<file path="src/rtl/pss_pkg.sv">
// Purpose: shared constants and types for the power sequencer and protection block
// Assumes: 100 MHz system clock, classic Wishbone register access
// Notes:   delays are counted in 1 us ticks from a clock divider

package pss_pkg;

    // ----------------------------------------------------------------
    // clock and tick
    // ----------------------------------------------------------------
    localparam int CLK_PERIOD_NS = 10;
    localparam int TICK_NS       = 1000;
    localparam int TICK_CYCLES   = TICK_NS / CLK_PERIOD_NS;
    localparam int DIV_W         = 7;
    localparam logic [DIV_W-1:0] DIV_LAST = DIV_W'(TICK_CYCLES - 1);

    // ----------------------------------------------------------------
    // sequencing delays, in microseconds
    // ----------------------------------------------------------------
    localparam int BACKUP_DELAY_US    = 30;
    localparam int USB_DELAY_US       = 1030;
    localparam int SETTLE_DELAY_US    = 60;
    localparam int PWM_ENTRY_DELAY_US = 1000;
    localparam int TMR_W              = 11;
    localparam int NUM_TMR            = 4;
    localparam int TMR_BACKUP         = 0;
    localparam int TMR_USB            = 1;
    localparam int TMR_SETTLE         = 2;
    localparam int TMR_PWM_ENTRY      = 3;

    // ----------------------------------------------------------------
    // switching channels, index 0 is channel one
    // ----------------------------------------------------------------
    localparam int NUM_SW        = 7;
    localparam int BOOST_IDX     = 2;
    localparam int BACKLIGHT_IDX = 5;
    localparam logic [NUM_SW-1:0] BOOST_MASK = 7'h04;

    // ----------------------------------------------------------------
    // register map
    // ----------------------------------------------------------------
    localparam logic [7:0] ADDR_CTRL   = 8'h00;
    localparam logic [7:0] ADDR_STATUS = 8'h04;
    localparam int CTRL_W           = 9;
    localparam int CTRL_BACKUP_BIT  = 7;
    localparam int CTRL_DISPLAY_BIT = 8;
    localparam logic [CTRL_W-1:0] CTRL_RESET = 9'h1FF;
    localparam int STAT_STATE_LSB   = 0;
    localparam int STAT_READY       = 7;
    localparam int STAT_XRST        = 8;
    localparam int STAT_BL_OVP      = 9;
    localparam int STAT_THERM       = 10;
    localparam int STAT_SHORT       = 11;
    localparam int STAT_SS_DONE     = 12;
    localparam int STAT_PWM         = 13;

    // ----------------------------------------------------------------
    // sequencer states
    // ----------------------------------------------------------------
    typedef enum logic [6:0] {
        ST_WAKE      = 7'h01,
        ST_SKIP      = 7'h02,
        ST_SETTLE    = 7'h04,
        ST_PWM_ENTRY = 7'h08,
        ST_BOOST     = 7'h10,
        ST_RUN       = 7'h20,
        ST_FAULT     = 7'h40
    } pss_state_e_t;

endpackage

</file>
<file path="src/rtl/pss_tmr_if.sv">
// Purpose: handshake between the sequencer and one delay timer
// Assumes: tick is a one-cycle enable every microsecond
// Notes:   done is a level that holds while start stays high

interface pss_tmr_if;
    logic tick;
    logic start;
    logic done;

    modport timer (input tick, input start, output done);
    modport ctrl  (output tick, output start, input done);
endinterface

</file>
<file path="src/rtl/pss_sequencer.sv">
// Purpose: power sequencing and protection responses of a camera power controller
// Assumes: all inputs synchronous to CLK; analog monitors arrive as digital levels
// Notes:   control register defaults bring every channel up with no software present
//
// The implementer's own choices: the address map and the Wishbone register port.

module pss_sequencer #(
    parameter int BACKUP_DELAY_US    = pss_pkg::BACKUP_DELAY_US,
    parameter int USB_DELAY_US       = pss_pkg::USB_DELAY_US,
    parameter int SETTLE_DELAY_US    = pss_pkg::SETTLE_DELAY_US,
    parameter int PWM_ENTRY_DELAY_US = pss_pkg::PWM_ENTRY_DELAY_US
) (
    input  wire logic                       CLK,
    input  wire logic                       RESET_N,
    // wishbone slave
    input  wire logic                       CYC_I,
    input  wire logic                       STB_I,
    input  wire logic                       WE_I,
    input  wire logic [7:0]                 ADR_I,
    input  wire logic [3:0]                 SEL_I,
    input  wire logic [31:0]                DAT_I,
    output logic      [31:0]                DAT_O,
    output logic                            ACK_O,
    // monitors and requests
    input  wire logic                       INT_SUPPLY_GOOD,
    input  wire logic                       CORE_REG_GOOD,
    input  wire logic                       POWER_ON_REQUEST,
    input  wire logic                       SYSTEM_POWER_ON,
    input  wire logic                       USB_REGULATOR_ENABLE_PIN,
    input  wire logic                       BOOST_SOFTSTART_DONE,
    input  wire logic                       OVER_TEMPERATURE,
    input  wire logic [pss_pkg::NUM_SW-1:0] SHORT_CIRCUIT,
    input  wire logic [pss_pkg::NUM_SW-1:0] OVERVOLTAGE,
    input  wire logic                       BACKLIGHT_OVERCURRENT,
    // enables
    output logic      [pss_pkg::NUM_SW-1:0] SW_ENABLE,
    output logic      [pss_pkg::NUM_SW-1:0] SW_SWITCH_ALLOW,
    output logic                            CONV_WAKEUP,
    output logic                            CONV_PWM_MODE,
    output logic                            BACKUP_REG_EN,
    output logic                            USB_REG_EN,
    output logic                            DISPLAY_REG_EN,
    output logic                            READY_OUT,
    output logic                            SUBCPU_RESET_OUT
);

    // ----------------------------------------------------------------
    // types and signals
    // ----------------------------------------------------------------
    typedef struct packed {
        pss_pkg::pss_state_e_t             st;
        logic [pss_pkg::CTRL_W-1:0]        ctrl;
        logic [pss_pkg::DIV_W-1:0]         div;
        logic                              tick;
        logic                              req_prev;
        logic                              sys_prev;
        logic                              bl_ovp;
        logic                              therm_seen;
        logic                              short_seen;
        logic [pss_pkg::NUM_SW-1:0]        sw_en;
        logic [pss_pkg::NUM_SW-1:0]        sw_allow;
        logic                              wake;
        logic                              pwm;
        logic                              backup_en;
        logic                              usb_en;
        logic                              disp_en;
        logic                              ready;
        logic                              xrst;
        logic                              ack;
        logic [31:0]                       dat;
    } pss_top_state_t;

    localparam int LIMITS [pss_pkg::NUM_TMR] = '{BACKUP_DELAY_US, USB_DELAY_US,
                                                 SETTLE_DELAY_US, PWM_ENTRY_DELAY_US};

    pss_top_state_t              s_q;
    pss_top_state_t              s_d;
    logic [1:0]                  rst_sync_q;
    logic                        rst_n;
    logic [pss_pkg::NUM_TMR-1:0] tmr_start;
    logic [pss_pkg::NUM_TMR-1:0] tmr_done;

    // ----------------------------------------------------------------
    // reset release
    // ----------------------------------------------------------------
    // assertion is immediate, release waits two clean edges
    always_ff @(posedge CLK or negedge RESET_N) begin
        if (!RESET_N) begin
            rst_sync_q <= 2'h0;
        end else begin
            rst_sync_q <= {rst_sync_q[0], 1'b1};
        end
    end

    assign rst_n = rst_sync_q[1];

    // ----------------------------------------------------------------
    // delay timers
    // ----------------------------------------------------------------
    pss_tmr_if tmr [pss_pkg::NUM_TMR] ();

    // one counter per sequencing delay, all paced by the shared tick
    for (genvar g = 0; g < pss_pkg::NUM_TMR; g++) begin : g_tmr
        assign tmr[g].tick  = s_q.tick;
        assign tmr[g].start = tmr_start[g];
        assign tmr_done[g]  = tmr[g].done;
        pss_delay_timer #(
            .W     (pss_pkg::TMR_W),
            .LIMIT (pss_pkg::TMR_W'(LIMITS[g]))
        ) u_tmr (
            .clk   (CLK),
            .rst_n (rst_n),
            .t     (tmr[g])
        );
    end

    // readiness starts the regulator delays, states start the PWM delays
    always_comb begin
        tmr_start[pss_pkg::TMR_BACKUP]    = (s_q.st != pss_pkg::ST_WAKE);
        tmr_start[pss_pkg::TMR_USB]       = (s_q.st != pss_pkg::ST_WAKE);
        tmr_start[pss_pkg::TMR_SETTLE]    = (s_q.st == pss_pkg::ST_SETTLE);
        tmr_start[pss_pkg::TMR_PWM_ENTRY] = (s_q.st == pss_pkg::ST_PWM_ENTRY);
    end

    // ----------------------------------------------------------------
    // next state
    // ----------------------------------------------------------------
    always_comb begin
        logic                        req_rise;
        logic                        sys_fall;
        logic                        pwm_state;
        logic                        wb_req;
        logic [pss_pkg::NUM_SW-1:0]  run_set;
        logic [31:0]                 stat;
        req_rise  = POWER_ON_REQUEST & ~s_q.req_prev;
        sys_fall  = s_q.sys_prev & ~SYSTEM_POWER_ON;
        pwm_state = 1'b0;
        wb_req    = CYC_I & STB_I & ~s_q.ack;
        run_set   = '0;
        stat      = '0;

        s_d          = s_q;
        s_d.ack      = wb_req;
        s_d.req_prev = POWER_ON_REQUEST;
        s_d.sys_prev = SYSTEM_POWER_ON;

        // microsecond tick divider
        s_d.tick = (s_q.div == pss_pkg::DIV_LAST);
        s_d.div  = s_d.tick ? '0 : s_q.div + pss_pkg::DIV_W'(1);

        // sequence steps
        case (s_q.st)
            pss_pkg::ST_WAKE: begin
                if (INT_SUPPLY_GOOD) s_d.st = pss_pkg::ST_SKIP;
            end
            pss_pkg::ST_SKIP: begin
                if (req_rise) s_d.st = pss_pkg::ST_SETTLE;
            end
            pss_pkg::ST_SETTLE: begin
                if (tmr_done[pss_pkg::TMR_SETTLE]) s_d.st = pss_pkg::ST_PWM_ENTRY;
            end
            pss_pkg::ST_PWM_ENTRY: begin
                if (tmr_done[pss_pkg::TMR_PWM_ENTRY]) s_d.st = pss_pkg::ST_BOOST;
            end
            pss_pkg::ST_BOOST: begin
                if (BOOST_SOFTSTART_DONE) s_d.st = pss_pkg::ST_RUN;
            end
            pss_pkg::ST_RUN: begin
                s_d.st = pss_pkg::ST_RUN;
            end
            pss_pkg::ST_FAULT: begin
                s_d.st = pss_pkg::ST_FAULT;
            end
            default: begin
                s_d.st = pss_pkg::ST_WAKE;
            end
        endcase

        // protection and power-down take priority over sequencing
        pwm_state = (s_q.st != pss_pkg::ST_WAKE) && (s_q.st != pss_pkg::ST_SKIP);
        if (pwm_state && (OVER_TEMPERATURE || (|SHORT_CIRCUIT))) begin
            s_d.st = pss_pkg::ST_FAULT;
        end
        // the far side clears a fault by dropping the request
        if (pwm_state && (!POWER_ON_REQUEST || sys_fall)) begin
            s_d.st = pss_pkg::ST_SKIP;
        end

        // sticky status, a new event beats the request-low clear
        if (!POWER_ON_REQUEST) s_d.bl_ovp = 1'b0;
        if (OVERVOLTAGE[pss_pkg::BACKLIGHT_IDX]) s_d.bl_ovp = 1'b1;
        if (OVER_TEMPERATURE) s_d.therm_seen = 1'b1;
        if (|SHORT_CIRCUIT) s_d.short_seen = 1'b1;

        // register writes, byte lanes honoured
        if (wb_req && WE_I && (ADR_I == pss_pkg::ADDR_CTRL)) begin
            if (SEL_I[0]) s_d.ctrl[7:0] = DAT_I[7:0];
            if (SEL_I[1]) s_d.ctrl[8]   = DAT_I[8];
        end

        // supply loss is the internal logic reset: back to defaults
        if (!INT_SUPPLY_GOOD) begin
            s_d.st         = pss_pkg::ST_WAKE;
            s_d.ctrl       = pss_pkg::CTRL_RESET;
            s_d.bl_ovp     = 1'b0;
            s_d.therm_seen = 1'b0;
            s_d.short_seen = 1'b0;
        end

        // channel enables follow the next state so they switch with it
        if (s_d.st == pss_pkg::ST_RUN) begin
            run_set = s_d.ctrl[pss_pkg::NUM_SW-1:0];
        end else if (s_d.st == pss_pkg::ST_BOOST) begin
            run_set = s_d.ctrl[pss_pkg::NUM_SW-1:0] & pss_pkg::BOOST_MASK;
        end
        if (s_d.bl_ovp) run_set[pss_pkg::BACKLIGHT_IDX] = 1'b0;
        s_d.sw_en    = run_set;
        s_d.sw_allow = ~OVERVOLTAGE;
        if (BACKLIGHT_OVERCURRENT) s_d.sw_allow[pss_pkg::BACKLIGHT_IDX] = 1'b0;

        // converter mode and regulator enables
        s_d.wake      = (s_d.st == pss_pkg::ST_WAKE);
        s_d.pwm       = (s_d.st != pss_pkg::ST_WAKE) && (s_d.st != pss_pkg::ST_SKIP);
        s_d.backup_en = tmr_done[pss_pkg::TMR_BACKUP] && (s_d.st != pss_pkg::ST_WAKE)
                        && s_d.ctrl[pss_pkg::CTRL_BACKUP_BIT];
        s_d.usb_en    = tmr_done[pss_pkg::TMR_USB] && (s_d.st != pss_pkg::ST_WAKE)
                        && USB_REGULATOR_ENABLE_PIN;
        s_d.disp_en   = (s_d.st == pss_pkg::ST_RUN)
                        && s_d.ctrl[pss_pkg::CTRL_DISPLAY_BIT];
        s_d.ready     = INT_SUPPLY_GOOD;
        s_d.xrst      = CORE_REG_GOOD;

        // status word
        stat[pss_pkg::STAT_STATE_LSB +: 7] = s_q.st;
        stat[pss_pkg::STAT_READY]          = s_q.ready;
        stat[pss_pkg::STAT_XRST]           = s_q.xrst;
        stat[pss_pkg::STAT_BL_OVP]         = s_q.bl_ovp;
        stat[pss_pkg::STAT_THERM]          = s_q.therm_seen;
        stat[pss_pkg::STAT_SHORT]          = s_q.short_seen;
        stat[pss_pkg::STAT_SS_DONE]        = BOOST_SOFTSTART_DONE;
        stat[pss_pkg::STAT_PWM]            = s_q.pwm;

        // read data, unmapped addresses read zero
        s_d.dat = '0;
        if (wb_req && !WE_I) begin
            if (ADR_I == pss_pkg::ADDR_CTRL) begin
                s_d.dat = {23'h0, s_q.ctrl};
            end else if (ADR_I == pss_pkg::ADDR_STATUS) begin
                s_d.dat = stat;
            end
        end
    end

    // ----------------------------------------------------------------
    // state register
    // ----------------------------------------------------------------
    always_ff @(posedge CLK or negedge rst_n) begin
        if (!rst_n) begin
            s_q      <= '0;
            s_q.st   <= pss_pkg::ST_WAKE;
            s_q.ctrl <= pss_pkg::CTRL_RESET;
            s_q.wake <= 1'b1;
        end else begin
            s_q <= s_d;
        end
    end

    // ----------------------------------------------------------------
    // outputs, all straight from flops
    // ----------------------------------------------------------------
    assign DAT_O            = s_q.dat;
    assign ACK_O            = s_q.ack;
    assign SW_ENABLE        = s_q.sw_en;
    assign SW_SWITCH_ALLOW  = s_q.sw_allow;
    assign CONV_WAKEUP      = s_q.wake;
    assign CONV_PWM_MODE    = s_q.pwm;
    assign BACKUP_REG_EN    = s_q.backup_en;
    assign USB_REG_EN       = s_q.usb_en;
    assign DISPLAY_REG_EN   = s_q.disp_en;
    assign READY_OUT        = s_q.ready;
    assign SUBCPU_RESET_OUT = s_q.xrst;

endmodule

</file>
<file path="src/rtl/pss_delay_timer.sv">
// Purpose: microsecond delay counter
// Assumes: start is held high for the whole wait
// Notes:   counts LIMIT+1 ticks so the wait is never short of LIMIT us

module pss_delay_timer #(
    parameter int           W     = 11,
    parameter logic [W-1:0] LIMIT = '0
) (
    input  wire logic       clk,
    input  wire logic       rst_n,
    pss_tmr_if.timer        t
);

    typedef struct packed {
        logic [W-1:0] cnt;
        logic         done;
    } pss_tmr_state_t;

    pss_tmr_state_t s_q;
    pss_tmr_state_t s_d;

    // ----------------------------------------------------------------
    // counting
    // ----------------------------------------------------------------
    // dropping start restarts the wait from zero
    always_comb begin
        s_d = s_q;
        if (!t.start) begin
            s_d = '0;
        end else if (t.tick && !s_q.done) begin
            if (s_q.cnt == LIMIT) begin
                s_d.done = 1'b1;
            end else begin
                s_d.cnt = s_q.cnt + W'(1);
            end
        end
    end

    always_ff @(posedge clk or negedge rst_n) begin
        if (!rst_n) begin
            s_q <= '0;
        end else begin
            s_q <= s_d;
        end
    end

    assign t.done = s_q.done;

endmodule

</file>
<file path="config.mk">
export PLATFORM = sky130hd
export DESIGN_NAME = pss_sequencer
export DESIGN_NICKNAME = d
export VERILOG_FILES = /design/src/rtl/pss_pkg.sv /design/src/rtl/pss_tmr_if.sv /design/src/rtl/pss_sequencer.sv /design/src/rtl/pss_delay_timer.sv
export SDC_FILE = /design/constraint.sdc
export NUM_CORES = 1
export LEC_CHECK = 0
export ABC_AREA = 0
export BUFFER_PORTS_ARGS = -buffer_cell sky130_fd_sc_hd__buf_4
export CAP_MARGIN = 20
export CORE_UTILIZATION = 35
export CTS_BUF_LIST = sky130_fd_sc_hd__clkbuf_8
export DETAILED_ROUTE_END_ITERATION = 10
export PLACE_DENSITY = 0.64
export SLEW_MARGIN = 20
export SYNTH_ARGS = -nofsm -noshare
export SYNTH_HDL_FRONTEND = slang
export SYNTH_HIERARCHICAL = 1
export SYNTH_SLANG_ARGS = --single-unit
</file>
<file path="constraint.sdc">
create_clock -name CLK -period 9 [get_ports CLK]
set_input_delay 0.45 -clock CLK [delete_from_list [all_inputs] [get_ports CLK]]
set_output_delay 0.45 -clock CLK [all_outputs]
set_load 0.005 [all_outputs]
</file>
==> results of run 1 <==
-- cell usage in the layout (no fill, tap or decap), drive strengths merged, types with 6 or more instances in the layout --
| master | instances |
|---|---|
| nand4 | 8 |
| nor2 | 23 |
| or3 | 8 |
| clkbuf | 19 |
| nand2b | 10 |
| buf | 83 |
| nor4 | 10 |
| a22o | 10 |
| ha | 9 |
| conb | 19 |
| mux2i | 15 |
| dfrtp | 104 |
| or4 | 12 |
| nor2b | 9 |
| dfstp | 11 |
| and2 | 22 |
| inv | 29 |
| xor2 | 6 |
| nor3 | 7 |
| o21a | 6 |
| nand2 | 40 |
| a21oi | 13 |
| nand3 | 20 |
| and3 | 13 |
| o21ai | 9 |
| xnor2 | 17 |
| o31ai | 9 |
-- worst paths after layout --
| kind | slack, ns | endpoint | cells after the start |
|---|---|---|---|
| worst min register to register | 0.29 | ACK_O$_DFF_PN0_ | 0 |
| worst max register to register | 6.46 | g_tmr[1].u_tmr/s_q[3]$_DFFE_PN0P_ | 6 |
| min in group asynchronous | 0.29 | ACK_O$_DFF_PN0_ | 0 |
| worst min-delay path | 0.13 | SUBCPU_RESET_OUT$_DFF_PN0_ | 1 |
| max in group asynchronous | 7.38 | g_tmr[3].u_tmr/s_q[5]$_DFFE_PN0P_ | 1 |
| worst max-delay path | 6.46 | g_tmr[1].u_tmr/s_q[3]$_DFFE_PN0P_ | 6 |
-- sequential cells by signal, indices dropped and copies added (netlist names), 2 cells and up --
name,flops
SW_ENABLE,7
rst_sync_q,2
s_q,28
SW_SWITCH_ALLOW,7
g_tmr.u_tmr/t.done,4
DAT_O,14
g_tmr.u_tmr/s_q,44
-- stage by stage --
stage                     power, uW  setup WS [ns]  utilization
final                          1041          6.457       0.4203
after global placement        598.6          6.415       0.3960
after floorplan               577.6          5.578            -
after detailed placement      599.8          6.411       0.3960
after CTS                      1058          6.467       0.4203
after global routing           1090          6.306       0.4203
-- logic make-up (layout without fill, tap and decap cells) --
family / Yosys count / count (layout)
adders and majority gates: 9 / 9
AOI/OAI and AO/OA: 80 / 80
xor gates and xnor gates: 23 / 23
other: 2 / 19
DFF: 115 / 115
and+or+nand+nor: 212 / 212
muxes: 15 / 15
buffers and inverters: 90 / 142
-- area by class of cell --
class,instances,area [sq um]
repair buffers,84,633.1
fillers,1530,9309
flip-flops and latches,115,2895
multi-input cells,358,2472
clock buffers,19,261.5
inverters,26,97.59
well taps,216,270.3
clock inverters,13,118.9
-- repair_timing --
| item | 4_1_cts | 5_1_grt |
|---|---|---|
| hold buffers | 1 | 0 |
| endpoints found under the setup margin | 0 | 0 |
| hold endpoints to repair | 2 | 0 |
-- critical path, cell delays in order (launching register included) --
cell and delay (ns):
dfrtp_1 0.49, nor2_1 0.18, nand2_1 0.10, or4b_2 0.94, inv_1 0.32, nor2_1 0.07, a311o_1 0.34
-- per-layer routing --
| metal | vias to the layer above | GRT usage | wire (um) | share of wire |
|---|---|---|---|---|
| met3 | 14 | 0.04072 | 530 | 0.047 |
| li1 | 1996 | - | - | - |
| met5 | - | 0 | 0 | 0 |
| met1 | 1986 | 0.1637 | 5044 | 0.45 |
| met4 | 0 | 0.06018 | 154 | 0.014 |
| met2 | 89 | 0.2400 | 5484 | 0.49 |
-- power groups by stage --
stage	clock (uW)	sequential [uW]	combinational [uW]
finish	451	532	58.5
global route	491	532	66.3
floorplan	0	542	36.0
global placement	0	541	57.6
detailed placement	0	541	58.7
CTS	466	532	59.4
==> results.cfg, run 1 <==
[finish]
layout.cells.non_filler = 831
diodes = 0
final_area_sq_mm = 0.006749
layout.nets = 682
drive_above_1_share = 0.2407
area_growth_syn_to_layout_pct = 15.95

[worst_setup_path]
criticalPathCategory = flop to flop
crit_arrival_ns = 2.85
rr_startpoint = s_q[80]$_DFF_PN0_
start_kind = flop
cp.required_ns = 9.30
end_kind = flop
path_max_fanout = 26
cp-startpoint = s_q[80]$_DFF_PN0_

[pwr]
vdd_ir_drop_max_mv = 0.08785
p_sw_frac = 0.2262
clkPwrFrac = 0.433
cellInternalPower_uw = 805.5
seqPwrFrac = 0.511
power.density_mw_per_mm2 = 154.2
p_sw_uw = 235.5
power_frac_comb = 0.056
p_leak_uw = 0.003037

[cts]
h-tree-depth = 4
worstSkewPairLatency_ns = 0.42
postCtsResizedCells = 0
clockBufferDepth = 2
post-cts-setup-buffer-count = 0
cts_num_sinks = 115
cts_tree = yes
cts-root-buf = clkbuf_8
cts_made_buffers = 17
clk_pin_slew_worst_paths_ns = 0.07

[place]
placed_area_sq_mm = 0.006359
io_buffers = 81
hpwl_um = 7915
place_inst = 798
gp_congestion = 0.8118

[route]
final_antenna_net_count = 0
drt_iter0_markers = 258
vias = 4085
drt_first_pass_iters = 5
viasPerCell = 4.916
routedWlPerCell_um = 13.49
wl_um = 11210
drc = 0

[synth]
ys_ff_latch = 115
synth_most_common_cell = dfrtp_1
synth_edf_count = 0
syn-mean-instance-area_sq_um = 10.66
synthSimpleGateAreaFrac = 0.2268
ys_types = 77
ys_seq_area_frac = 0.4968
synth_xor_area_frac = 0.03461
netlist_instances = 546
ys_top_cells_by_area = dfrtp_1 (45%), buf_4 (5.9%), dfstp_2 (5.0%), mux2i_1 (2.6%), nand2_1 (2.6%)
synth_top_family_by_area = simple AND/OR/NAND/NOR gates
synth_largest_area_cell = dfrtp_1
synth.top_cell.area_share = 0.4471
ys_top_cells_by_count = dfrtp_1 (104), buf_4 (46), nand2_1 (40), inv_1 (26), nor2_1 (23)
synth_mux_area_frac = 0.02580
ys_warn_count = 6
synth_compound_area_frac = 0.1060
synth_fa_ha_area_frac = 0.01935
syn-cell-area_sq_mm = 0.005821
synth_flop_cell = dfrtp_1
synthArstFlopShare = 1.000

[grt]
grt_pass1_wl_um = 18650
grt_pass1_vias = 3993
grt_max_degree = 80
grt_overflow = 0
grtUsageTotal = 0.1403
antenna_found_initial = 0

[timing]
drv_slew = 0
rsz0062_at_grt = no
final-setup-viol-count = 0
timing.setup.tns_ns = 0
max_freq_mhz = 393.2
fin_crit_sh = 0.2826
tightest_slew_ns = 0.9935
relSlewSlack = 0.3320
hold_slack_ns = 0.1344
hold_viol = 0
finClkSkew_ns = 0.007926
finalCriticalPeriod_ns = 2.543

[run]
maxCapViolCount = 0

[hold_path]
hp-start = CORE_REG_GOOD
hold_path_class = primary input to flop

[floorplan]
io_pins = 125
die_h_um = 131.0
coreArea_sq_mm = 0.01606
initial_core_util = 0.3625
dieArea_sq_mm = 0.01715
die-width_um = 131.0
rows = 46

[run_status]
status = finished, final reports clean
No activity file was read; power rests on OpenSTA's default activity.
==> inputs of run 2 (changes only) <==
- clock period: 9 -> 2.6 ns (I/O delays scaled with it)
==> run 2 against run 1 <==
  * Cell count rose by 4.3%
  * Worst hold slack got worse by 0.11 ns
  * Wire length rose by 6.3%
  * Sequential share of layout area fell by 2.8 points
  * Global-route usage rose by 0.93 points
  * Critical path depth fell by 1
  * Core utilization rose by 2.9 points
  * Combinational power rose to 4.1 times the previous value
  * Flip-flop and latch count did not move
  * Clock-buffer cell count rose by 2
==> results.cfg, run 2 (synthesized netlist as in run 1, its figures left out) <==
[grt]
grt_overflow = 0
grt_pass1_vias = 4268
grt_pass1_wl_um = 19690
grt_max_degree = 58
grtUsageTotal = 0.1495
antenna_found_initial = 0

[finish]
layout.nets = 718
diodes = 0
area_growth_syn_to_layout_pct = 24.03
drive_above_1_share = 0.2396
top_register = g_tmr.u_tmr/s_q
largest_register_ffs = 44
final_cell_mix = dfrtp_1 (103), buf_4 (89), nand2_1 (40), dlygate4sd3_1 (30), inv_1 (28)
final_common_cell = dfrtp_1
final_util = 0.4496
fill_cells = 1484

[place]
hpwl_um = 8204
gp_congestion = 0.7719
io_buffers = 81

[pwr]
p_leak_uw = 0.003255
power.density_mw_per_mm2 = 571.3
vdd_ir_drop_max_mv = 0.3761
fin_total_pwr_uw = 4125

[worst_setup_path]
cp.required_ns = 2.97
rr_startpoint = s_q[76]$_DFF_PN1_
end_kind = flop
path_max_fanout = 12
r2r_slack_ns = 0.41
crit_arrival_ns = 2.56
cp-startpoint = s_q[76]$_DFF_PN1_
critical_path.cell_chain = xnor2_1 > or3_1 > a2111oi_2 > o221a_2 > and4b_1
r2r_cells = 5
setup.worst_path.end = SW_ENABLE[5]$_DFF_PN0_
critPathMaxStageDelay_ns = 0.63
r2r-end = SW_ENABLE[5]$_DFF_PN0_
criticalPathCategory = flop to flop
start_kind = flop
crit_slowest_cell = dfstp_2

[floorplan]
rows = 46
io_pins = 125
initial_core_util = 0.3625
coreArea_sq_mm = 0.01606
dieArea_sq_mm = 0.01715
die-width_um = 131.0
die_h_um = 131.0

[timing]
finalCriticalPeriod_ns = 2.193
finClkSkew_ns = 0.01042
hold_viol = 0
drv_slew = 0
relSlewSlack = 0.4988
final-setup-viol-count = 0
rsz0062_at_grt = no
timing.setup.tns_ns = 0
max_freq_mhz = 456.0
tightest_slew_ns = 0.7517
fin_crit_sh = 0.8434

[cts]
hold_buffers = 30
clk_pin_slew_worst_paths_ns = 0.06
postCtsResizedCells = 0
h-tree-depth = 4
cts-root-buf = clkbuf_8
worstSkewPairLatency_ns = 0.44
clockBufferDepth = 2
cts_made_buffers = 17
cts_num_sinks = 115
cts_tree = yes
post-cts-setup-buffer-count = 0

[route]
drt_iter0_markers = 268
vias = 4261
viasPerCell = 4.915
drc = 0
final_antenna_net_count = 0
routedWlPerCell_um = 13.75
wl_um = 11920
drt_first_pass_iters = 4

[run]
maxCapViolCount = 0

[hold_path]
hold_path_class = primary input to flop

[run_status]
status = finished, final reports clean
[run 2: cell count changes in the layout (fill, tap and decap cells not counted)]
cell / change
dlygate4sd3_1: +29
buf_4: +6
bufinv_16: +4
clkinv_2: -3
clkinvlp_4: -3
clkbuf_8: +2
buf_12: +1
clkinv_4: +1
inv_1: -1
[run 2: worst max-delay path, delay by kind of cell (launching register included)]
kind                      cells  cell delay (ns)
xor gates and xnor gates      1             0.10
AOI/OAI and AO/OA             2             0.83
and+or+nand+nor               2             0.56
DFF                           1             0.63
[run 2: where the power goes]
| group | switching, uW | internal, uW | total, uW |
|---|---|---|---|
| Combinational | 110 | 130 | 239 |
| Sequential | 35.0 | 1810 | 1850 |
| Clock | 705 | 1330 | 2040 |
| Total | 850 | 3270 | 4120 |
[run 2: final cells by class]
type / count / area (sq um) / share of cell area
Clock inverter: 11 / 206.4 / 0.02860
Inverter: 26 / 97.59 / 0.01352
Tap cell: 216 / 270.3 / 0.03744
Sequential cell: 115 / 2895 / 0.4010
Timing Repair Buffer: 120 / 988.4 / 0.1369
Multi-Input combinational cell: 358 / 2472 / 0.3425
Clock buffer: 21 / 289.0 / 0.04003
[run 2: metrics by stage]
stage | worst slack, ns | cells | hold slack, ns | cell area [sq um]
3_3_place_gp | 0.4276 | 805 | -0.08767 | 6424
4_1_cts | 0.4061 | 867 | 0.002520 | 7219
2_1_floorplan | 0.3652 | 563 | -0.1656 | 5886
5_1_grt | 0.2822 | 867 | 0.01758 | 7219
6_report | 0.4071 | 867 | 0.02929 | 7219
3_5_place_dp | 0.4175 | 805 | -0.08464 | 6424
[run 2: worst min-delay path by stage]
stage / end / cells after the start / start
5_1_grt: s_q[54]$_DFFE_PN0P_ / 3 / SHORT_CIRCUIT[0]
3_3_place_gp: rst_sync_q[0]$_DFF_PN0_ / 1 / RESET_N
3_5_place_dp: rst_sync_q[1]$_DFF_PN0_ / 1 / RESET_N
2_1_floorplan: rst_sync_q[0]$_DFF_PN0_ / 0 / RESET_N
4_1_cts: s_q[54]$_DFFE_PN0P_ / 3 / SHORT_CIRCUIT[0]
6_report: s_q[54]$_DFFE_PN0P_ / 3 / SHORT_CIRCUIT[0]
[run 2: per-layer routing]
layer	track usage	routed length [um]
met4	0.06288	95
met2	0.2583	5987
met5	0	0
met3	0.04642	532
met1	0.1709	5304
